## config.mk

```make
export PLATFORM = sky130hd
export DESIGN_NAME = crf_clock_ready_irq
export DESIGN_NICKNAME = d
export VERILOG_FILES = /design/src/verilog/crf_pkg.sv /design/src/verilog/crf_clock_ready_irq.sv
export SDC_FILE = /design/constraint.sdc
export NUM_CORES = 1
export LEC_CHECK = 0
export ABC_CLOCK_PERIOD_IN_PS = 1100
export BUFFER_PORTS_ARGS = -buffer_cell sky130_fd_sc_hd__buf_2
export CORE_UTILIZATION = 47
export CTS_BUF_LIST = sky130_fd_sc_hd__clkbuf_8
export DETAILED_ROUTE_END_ITERATION = 7
export HOLD_SLACK_MARGIN = 0.02
export PLACE_DENSITY = 0.77
export SYNTH_ARGS = -nofsm -noshare
export SYNTH_HDL_FRONTEND = slang
export SYNTH_SLANG_ARGS = --single-unit
```

## constraint.sdc

```tcl
create_clock -name pclk -period 1.1 [get_ports pclk]
set_input_delay 0.165 -clock pclk [delete_from_list [all_inputs] [get_ports pclk]]
set_output_delay 0.165 -clock pclk [all_outputs]
set_load 0.03 [all_outputs]
```

## src/verilog/crf_pkg.sv

```systemverilog
package crf_pkg;

  // ---------------------------------------------------------------
  // Register map
  // ---------------------------------------------------------------

  // Byte offset of the clock interrupt control word.
  localparam logic [11:0] CRF_INT_OFFSET = 12'h008;
  // Value of the whole word after reset.
  localparam logic [31:0] CRF_INT_RESET  = 32'h00000000;

  // ---------------------------------------------------------------
  // Field layout
  // ---------------------------------------------------------------

  // Number of oscillator sources with a ready event.
  localparam int CRF_NSRC     = 6;
  // Ready events plus the clock security failure event.
  localparam int CRF_NEV      = 7;
  // Lowest bit of the ready flags, one per source.
  localparam int CRF_FLAG_LSB = 0;
  // Position of the clock security failure flag.
  localparam int CRF_CSS_FLAG = 7;
  // Lowest bit of the ready interrupt enables.
  localparam int CRF_EN_LSB   = 8;
  // Lowest bit of the write-only ready clears.
  localparam int CRF_CLR_LSB  = 16;
  // Position of the clock security clear bit.
  localparam int CRF_CSS_CLR  = 23;
  // Index of the security failure line in the event vector.
  localparam int CRF_CSS_EV   = 6;

  // Reset values of the stored fields.
  localparam logic [5:0] CRF_FLAG_RESET = 6'h00;
  localparam logic [5:0] CRF_EN_RESET   = 6'h00;
  localparam logic [6:0] CRF_EV_RESET   = 7'h00;

  // ---------------------------------------------------------------
  // Types
  // ---------------------------------------------------------------

  // Raw ready and failure lines, lowest source in bit 0.
  typedef struct packed {
    logic highspeed_ext_fail;
    logic internal_fourteen_mhz_osc;
    logic loop_lock;
    logic highspeed_external_osc;
    logic highspeed_internal_osc;
    logic lowspeed_external_osc;
    logic lowspeed_internal_osc;
  } crf_osc_ready_t;

  // Whole state of the block, registered as one word.
  typedef struct packed {
    logic [6:0]  sync1;
    logic [6:0]  sync2;
    logic [6:0]  prev;
    logic [5:0]  ready_flag;
    logic        clock_security_fail_flag;
    logic [5:0]  ready_irq_en;
    logic [31:0] prdata;
    logic        pready;
    logic        pslverr;
    logic        irq;
  } crf_state_t;

endpackage : crf_pkg
```

## src/verilog/crf_clock_ready_irq.sv

```systemverilog
`timescale 1ns/1ps
// How it works
// - Low-speed internal ready edge sets bit 0 if enabled; clear drops it.
// - Low-speed external ready edge sets bit 1 if enabled; clear drops it.
// - High-speed internal ready edge sets bit 2 if enabled; clear drops it.
// - High-speed external ready edge sets bit 3 if enabled; clear drops it.
// - Loop lock ready edge sets bit 4 if enabled; clear drops it.
// - Fourteen MHz ready edge sets bit 5 if enabled; clear drops it.
// - External oscillator failure always sets sticky flag bit 7.
// - Writing one to bit 23 clears the failure flag; zero does nothing.
// - Bit 8 is a read-write enable for the low-speed internal event.
// - Bit 9 is a read-write enable for the low-speed external event.
// - Bit 10 is a read-write enable for the high-speed internal event.
// - Bit 11 is a read-write enable for the high-speed external event.
// - Bit 12 is a read-write enable for the loop lock event.
// - Bit 13 is a read-write enable for the fourteen MHz event.
// - Bits 16 to 21 clear the ready flags in source order when one.
// - Word, half word and byte access, always with zero wait cycles.

module crf_clock_ready_irq #(
  parameter int ADDR_W = 12
) (
  input  wire logic                 pclk,
  input  wire logic                 presetn,
  input  wire logic                 psel,
  input  wire logic                 penable,
  input  wire logic                 pwrite,
  input  wire logic [ADDR_W-1:0]    paddr,
  input  wire logic [31:0]          pwdata,
  input  wire logic [3:0]           pstrb,
  output logic      [31:0]          prdata,
  output logic                      pready,
  output logic                      pslverr,
  input  wire crf_pkg::crf_osc_ready_t osc_ready_i,
  output logic                      clock_irq
);

  // ---------------------------------------------------------------
  // Helper functions
  // ---------------------------------------------------------------

  // True when the word address hits the control register.
  function automatic logic addr_hit(input logic [ADDR_W-1:0] a);
    logic [ADDR_W-1:0] off;
    off = ADDR_W'(crf_pkg::CRF_INT_OFFSET);
    return a[ADDR_W-1:2] == off[ADDR_W-1:2];
  endfunction : addr_hit

  // Expands the byte strobes into a bit mask.
  function automatic logic [31:0] lane_mask(input logic [3:0] s);
    logic [31:0] m;
    m = 32'h00000000;
    for (int i = 0; i < 4; i++) begin
      m[i*8 +: 8] = {8{s[i]}};
    end
    return m;
  endfunction : lane_mask

  // Builds the read view; clears and reserved bits stay zero.
  function automatic logic [31:0] read_word(
    input crf_pkg::crf_state_t s
  );
    logic [31:0] w;
    w = crf_pkg::CRF_INT_RESET;
    w[crf_pkg::CRF_FLAG_LSB +: crf_pkg::CRF_NSRC] = s.ready_flag;
    w[crf_pkg::CRF_CSS_FLAG] = s.clock_security_fail_flag;
    w[crf_pkg::CRF_EN_LSB +: crf_pkg::CRF_NSRC] = s.ready_irq_en;
    return w;
  endfunction : read_word

  // ---------------------------------------------------------------
  // State and next state
  // ---------------------------------------------------------------

  crf_pkg::crf_state_t state_ff;
  crf_pkg::crf_state_t nxt_state;

  logic        setup_ph;
  logic        access_ph;
  logic        wr_take;
  logic [31:0] wr_bits;
  logic [6:0]  ev_rise;
  logic [5:0]  rdy_set;
  logic [5:0]  rdy_clr;
  logic        css_clr;
  logic [5:0]  en_mask;
  logic [31:0] strb_bits;

  // Bus phases; the access phase always ends in one cycle.
  assign setup_ph  = psel && !penable;
  assign access_ph = psel && penable;
  assign wr_take   = access_ph && pwrite && addr_hit(paddr);

  // Byte strobes widened to one bit per data bit.
  assign strb_bits = lane_mask(pstrb);

  // Only strobed lanes of the write data count.
  assign wr_bits = wr_take ? (pwdata & strb_bits)
                           : 32'h00000000;

  // Events are rising edges of the synchronised lines, so a
  // source that stays ready does not refill a cleared flag.
  // Limitation: a line that drops and returns within one cycle
  // may be missed. The sources are slow levels, so a one-cycle
  // minimum width costs nothing. An edge seen while its enable
  // is zero is dropped, not held, so enabling a source that is
  // already up gives no flag for it.
  assign ev_rise = state_ff.sync2 & ~state_ff.prev;

  // Ready events pass only while their enable is one.
  assign rdy_set = ev_rise[crf_pkg::CRF_NSRC-1:0]
                 & state_ff.ready_irq_en;

  // Clear strobes, one per ready flag in source order.
  assign rdy_clr = wr_bits[crf_pkg::CRF_CLR_LSB +:
                           crf_pkg::CRF_NSRC];
  assign css_clr = wr_bits[crf_pkg::CRF_CSS_CLR];

  // Enable bits touched by this write.
  assign en_mask = wr_take ? strb_bits[crf_pkg::CRF_EN_LSB +:
                                       crf_pkg::CRF_NSRC]
                           : 6'h00;

  // Next-state logic for the whole block.
  always_comb begin
    nxt_state = state_ff;

    // Two flops settle each asynchronous line before use.
    nxt_state.sync1 = osc_ready_i;
    nxt_state.sync2 = state_ff.sync1;
    nxt_state.prev  = state_ff.sync2;

    // Set wins over clear so no event is lost.
    nxt_state.ready_flag = (state_ff.ready_flag & ~rdy_clr)
                         | rdy_set;

    // The failure flag needs no enable and is sticky.
    nxt_state.clock_security_fail_flag =
      (state_ff.clock_security_fail_flag && !css_clr)
      || ev_rise[crf_pkg::CRF_CSS_EV];

    // Enables update only in strobed lanes.
    nxt_state.ready_irq_en =
      (state_ff.ready_irq_en & ~en_mask)
      | (pwdata[crf_pkg::CRF_EN_LSB +: crf_pkg::CRF_NSRC]
         & en_mask);

    // No wait states: ready stands high from the first edge.
    nxt_state.pready = 1'b1;

    // Read data and error are prepared in the setup cycle so
    // that they come straight from flops in the access cycle.
    if (setup_ph) begin
      nxt_state.prdata  = (addr_hit(paddr) && !pwrite)
                        ? read_word(state_ff)
                        : 32'h00000000;
      nxt_state.pslverr = !addr_hit(paddr);
    end else if (!psel) begin
      nxt_state.prdata  = 32'h00000000;
      nxt_state.pslverr = 1'b0;
    end

    // Request follows the stored flags in the same edge.
    nxt_state.irq = (|nxt_state.ready_flag)
                  || nxt_state.clock_security_fail_flag;
  end

  // ---------------------------------------------------------------
  // Registers
  // ---------------------------------------------------------------

  // All state is cleared by the system reset. Ready also starts
  // low, so no transfer can complete while the block is still
  // coming out of reset.
  always_ff @(posedge pclk or negedge presetn) begin
    if (!presetn) begin
      state_ff.sync1      <= crf_pkg::CRF_EV_RESET;
      state_ff.sync2      <= crf_pkg::CRF_EV_RESET;
      state_ff.prev       <= crf_pkg::CRF_EV_RESET;
      state_ff.ready_flag <= crf_pkg::CRF_FLAG_RESET;
      state_ff.clock_security_fail_flag <= 1'b0;
      state_ff.ready_irq_en <= crf_pkg::CRF_EN_RESET;
      state_ff.prdata     <= crf_pkg::CRF_INT_RESET;
      state_ff.pready     <= 1'b0;
      state_ff.pslverr    <= 1'b0;
      state_ff.irq        <= 1'b0;
    end else begin
      state_ff <= nxt_state;
    end
  end

  // Outputs are taken directly from the state flops.
  assign prdata    = state_ff.prdata;
  assign pready    = state_ff.pready;
  assign pslverr   = state_ff.pslverr;
  assign clock_irq = state_ff.irq;
endmodule : crf_clock_ready_irq

```

# Yosys cells after proc, flatten, opt, wreduce, memory -nomap -nowiden
# Index checks and enable logic that the tools add are counted.
totals:
  ff_bits: 69
  inputBits: 60
  out_inout_bits: 35
  wordCells: 43
op_classes:
  n_eq_ne: 2
  mux: 7
  n_bitwise: 11
  reduce_logical: 13
ops:
  columns: ["op", "count"]
  rows:
  - ["$mux 32", 2]
  - ["$and 24x24->24", 1]
  - ["$and 6x6->6", 4]
  - ["$mux 24", 1]
  - ["$mux 14", 1]
  - ["$not 6->6", 2]
  - ["$or 6x6->6", 2]
  - ["$eq 10x2->1 const B", 1]
  - ["$and 7x7->7", 1]
  - ["$not 7->7", 1]
  - ["$logic_and 1x1->1", 6]
  - ["$mux 6", 1]
  - ["$reduce_or 6->1", 1]
  - ["$logic_not 1->1", 4]
  - ["$logic_or 1x1->1", 2]
  - ["$mux 1", 2]
  - ["$ne 2x1->1 const B", 1]

# Logic depth before layout (Yosys ltp)
logic_depth:
  word_depth: 9
  depth_mapped: 5
  depth_no_buf: 5

# Worst setup path before layout
# No wires, ideal clock.
synth_timing:
  path_kind: "input to register"
  start: "in paddr[11]"
  end: "reg prdata[0] (netlist name)"
  setup_time_ns: 0.065
  t_arrival_ns: 1.695
  t_required_ns: 1.035
  setup_slack_ns: -0.661
  path_stages: 5
  path_buffers: 1
  path_cell_list: "or4_4 > or3_4 > nor4b_4 > buf_6 > a22o_1"
synth_between:
  elab_chain_len: 4
synth_lines:
  columns: ["item", "line_no", "text"]
  rows:
  - ["start, declared", "crf_clock_ready_irq.sv:28", "input wire logic [ADDR_W-1:0] paddr,"]
  - ["$eq 10x2->1", "crf_clock_ready_irq.sv:46", "return a[ADDR_W-1:2] == off[ADDR_W-1:2];"]
  - ["$logic_and 1x1->1", "crf_clock_ready_irq.sv:154", "nxt_state.prdata = (addr_hit(paddr) && !pwrite)"]
  - ["$mux 14", "crf_clock_ready_irq.sv:155", "? read_word(state_ff)"]
  - ["$mux 32", "crf_clock_ready_irq.sv:153", "if (setup_ph) begin"]
# No other way between the ends.
# A chain may end at the register's enable or synchronous reset.

# Final worst setup path
layout_timing:
  start: "in paddr[11]"
  end: "reg prdata[9] (netlist name)"
layout_between:
  elab_chain_len: 4
layout_lines:
  columns: ["item", "line_no"]
  rows:
  - ["$eq 10x2->1", "crf_clock_ready_irq.sv:46"]
  - ["$logic_and 1x1->1", "crf_clock_ready_irq.sv:154"]
  - ["$mux 14", "crf_clock_ready_irq.sv:155"]
  - ["$mux 32", "crf_clock_ready_irq.sv:153"]
# No other way between the ends.

==> impl_metrics.env <==
export IMPL_status="finished, violations left"
export IMPL_violations="negative setup slack"
export IMPL_cts_tree="yes"
export IMPL_place_hpwl_mm=2.435
export IMPL_setup_viol=28
export IMPL_antenna_found_initial=0
export IMPL_die_h_um=67.06
export IMPL_design_die_area_sq_mm=0.004497
export IMPL_startpoint_type="primary input"
export IMPL_yosysSeqAreaShare_pct=62.89
export IMPL_dpl_instance_area_sq_mm=0.002223
export IMPL_min_delay_path_depth=2
export IMPL_switching_share_pct=23.64
export IMPL_endpoint="prdata[9]"
export IMPL_worst_path_buf_inv=2
export IMPL_seqPwrFrac_pct=58.2
export IMPL_crit_arrival_ns=1.82
export IMPL_areaGrowthSynthToFinish_pct=24.65
export IMPL_core_area_sq_mm=0.004029
export IMPL_cts_htree_levels=2
export IMPL_cts_setup_buffers=0
export IMPL_mappedNetlistArea_sq_mm=0.001989
export IMPL_rows=23
export IMPL_ys_ff_latch=50
export IMPL_grt_start_max_net_pins=37
export IMPL_leakage_uw=0.001268
export IMPL_worstPathCellList="buf_6 > or4_4 > or3_4 > nor4b_4 > buf_6 > a22o_1"
export IMPL_drv_slew=0
export IMPL_drt_wl_total_mm=3.356
export IMPL_gr_total_overflow=0
export IMPL_clockRootBuffer="clkbuf_8"
export IMPL_crit_fanout=10
export IMPL_finalClockSkew_ns=0.003706
export IMPL_path_delay_family="simple AND/OR/NAND/NOR gates"
export IMPL_dr_pass1_iters=4
export IMPL_required_ns=1.34
export IMPL_worstSetupEndpointType="flip-flop"
export IMPL_instances_no_fill=261
export IMPL_ir_drop_mv=1.092
export IMPL_final_area_sq_mm=0.002480
export IMPL_power_switching_uw=770.9
export IMPL_synth_top_area_share_pct=62.89
export IMPL_cts_buffer_depth=2
export IMPL_yosysWarningCount=0
export IMPL_power_density_mw_per_mm2=1315
export IMPL_reg2reg_to="clock_irq"
export IMPL_final_util_pct=61.55
export IMPL_port_buffers=52
export IMPL_drv_cap=0
export IMPL_rsz0062_at_grt="yes"
export IMPL_routedWlPerCell_um=12.86
export IMPL_path_common_cell="buf_6"
export IMPL_slowest_stage="or4_4"
export IMPL_rr_worst_depth=5
export IMPL_tns_ns=-9.991
export IMPL_crit_type="in -> reg"
export IMPL_netlist_instances=148
export IMPL_synth_distinct_cells=29
export IMPL_vias=1272
export IMPL_postRouteAntennaNets=0
export IMPL_timing_reg2reg_setup_slack_ns=-0.01
export IMPL_min_period_over_period_pct=143.5
export IMPL_cts_buffers=5
export IMPL_p_clk_share_pct=33.0
export IMPL_drtIter0Drc=33
export IMPL_hold_path_class="in -> reg"
export IMPL_drc_errors=0
export IMPL_clk_pin_slew_ns=0.08
export IMPL_p_int_uw=2490
export IMPL_die_w_um=67.06
export IMPL_grt_pass1_vias=1201
export IMPL_dp_cells=245
export IMPL_nNetsFinal=270
export IMPL_synth_avg_cell_area_sq_um=13.44
export IMPL_fin_ws_ns=-0.4787
export IMPL_post_route_min_period_ns=1.579
export IMPL_r2r_start="state_ff[47]"
export IMPL_post_place_ws_ns=-0.7773
export IMPL_drive_above_1_share_pct=44.08
export IMPL_io_pin_count=95
export IMPL_cp_depth=6
export IMPL_vias_per_cell=4.874
export IMPL_hold_viol_final=0
export IMPL_comb_power_share_pct=8.8
export IMPL_gp_congestion=0.8204
export IMPL_grt_pass1_wl_mm=5.368
export IMPL_start_util_pct=49.38
export IMPL_yosys_top_cells_area="dfrtp_1 63%, buf_4 12%, a22o_1 5.7%, mux2_2 3.4%, nand2_1 1.9%"
export IMPL_insertedDiodeCount=0
export IMPL_max_freq_ghz=0.6335
export IMPL_grt_usage_pct=17.07
export IMPL_critPathMaxStageDelay_ns=0.58
export IMPL_yosysTopAreaCell="dfrtp_1"
export IMPL_clkSinkCount=50
export IMPL_clock_latency_ns=0.30
export IMPL_crit_start="paddr[11]"
==> final cells by class <==
| type | instances | area [sq um] |
|---|---|---|
| fillers | 299 | 1549 |
| flip-flops and latches | 50 | 1251 |
| multi-input cells | 80 | 604.3 |
| repair buffers | 72 | 462.9 |
| clock buffers | 6 | 82.58 |
| well taps | 50 | 62.56 |
| clock inverters | 2 | 12.51 |
| inverters | 1 | 3.754 |
==> kinds of logic (layout without fill, tap and decap cells) <==
logic type	count (synthesis)	count (layout)	synth area share (%)
buffers and inverters	36	81	13.21
flip-flops	50	50	62.89
AO/OA/AOI/OAI	27	27	11.01
multiplexers	6	6	3.396
AND/OR/NAND/NOR	27	27	9.119
other	2	20	0.3775
==> worst min path at each step <==
stage                     startpoint  slack (ns)            end
after floorplan              presetn       -0.13      async pin
after global placement       presetn        0.08  nxt_state[57]
after detailed placement     presetn        0.08  nxt_state[57]
after CTS                 pwdata[11]        0.09      flip-flop
after global routing       pwdata[9]        0.08      flip-flop
final                     pwdata[11]        0.09      flip-flop
==> layout by cell type, fill, tap and decap left out, types with 3 or more instances in the layout <==
master,n
nand2_1,6
buf_6,4
a22o_1,13
dfrtp_1,50
a21o_1,3
conb_1,20
a211oi_2,3
clkbuf_8,6
buf_2,50
buf_4,9
mux2_2,6
dlygate4sd3_1,8
==> power groups by stage <==
stage | Sequential, uW | Clock [uW] | Combinational (uW)
finish | 1900 | 1080 | 287
CTS | 1900 | 1100 | 287
floorplan | 1940 | 0 | 168
global placement | 1930 | 0 | 255
global route | 1910 | 1190 | 315
detailed placement | 1940 | 0 | 257
==> what timing repair did <==
item                                    CTS  global route
resized for setup                         9             8
pin swaps                                 9             2
endpoints found under the setup margin   28            28
endpoints found under the hold margin    21             0
hold buffers                              8             0
==> through the flow <==
stage               power (uW)  hold WS [ns]
floorplan                 2108       -0.1306
global placement          2187       0.08215
detailed placement        2192       0.08338
CTS                       3283       0.08855
global route              3408       0.07868
finish                    3261       0.09079
==> synth_stat cells (all sizes together) <==
library cell,instances
a211oi,3
a21o,3
a22o,13
and2,1
buf,33
clkbuf,2
conb,2
dfrtp,50
inv,1
mux2,6
nand2,10
nand2b,2
nand3b,2
nand4,2
nand4b,1
nor2,2
nor2b,1
nor3,1
nor4,1
nor4b,1
o211a,1
o21ai,2
o21bai,1
o22ai,1
o2bb2ai,1
o41ai,2
or3,1
or4,2
==> layer usage <==
| metal | GRT usage (%) | up-vias | routed length, um |
|---|---|---|---|
| li1 | - | 592 | - |
| met1 | 21.23 | 617 | 1427 |
| met2 | 26.13 | 54 | 1609 |
| met3 | 6.507 | 9 | 233 |
| met4 | 7.713 | 0 | 87 |
| met5 | 0 | - | 0 |
Power figures use the tool's default switching activity.
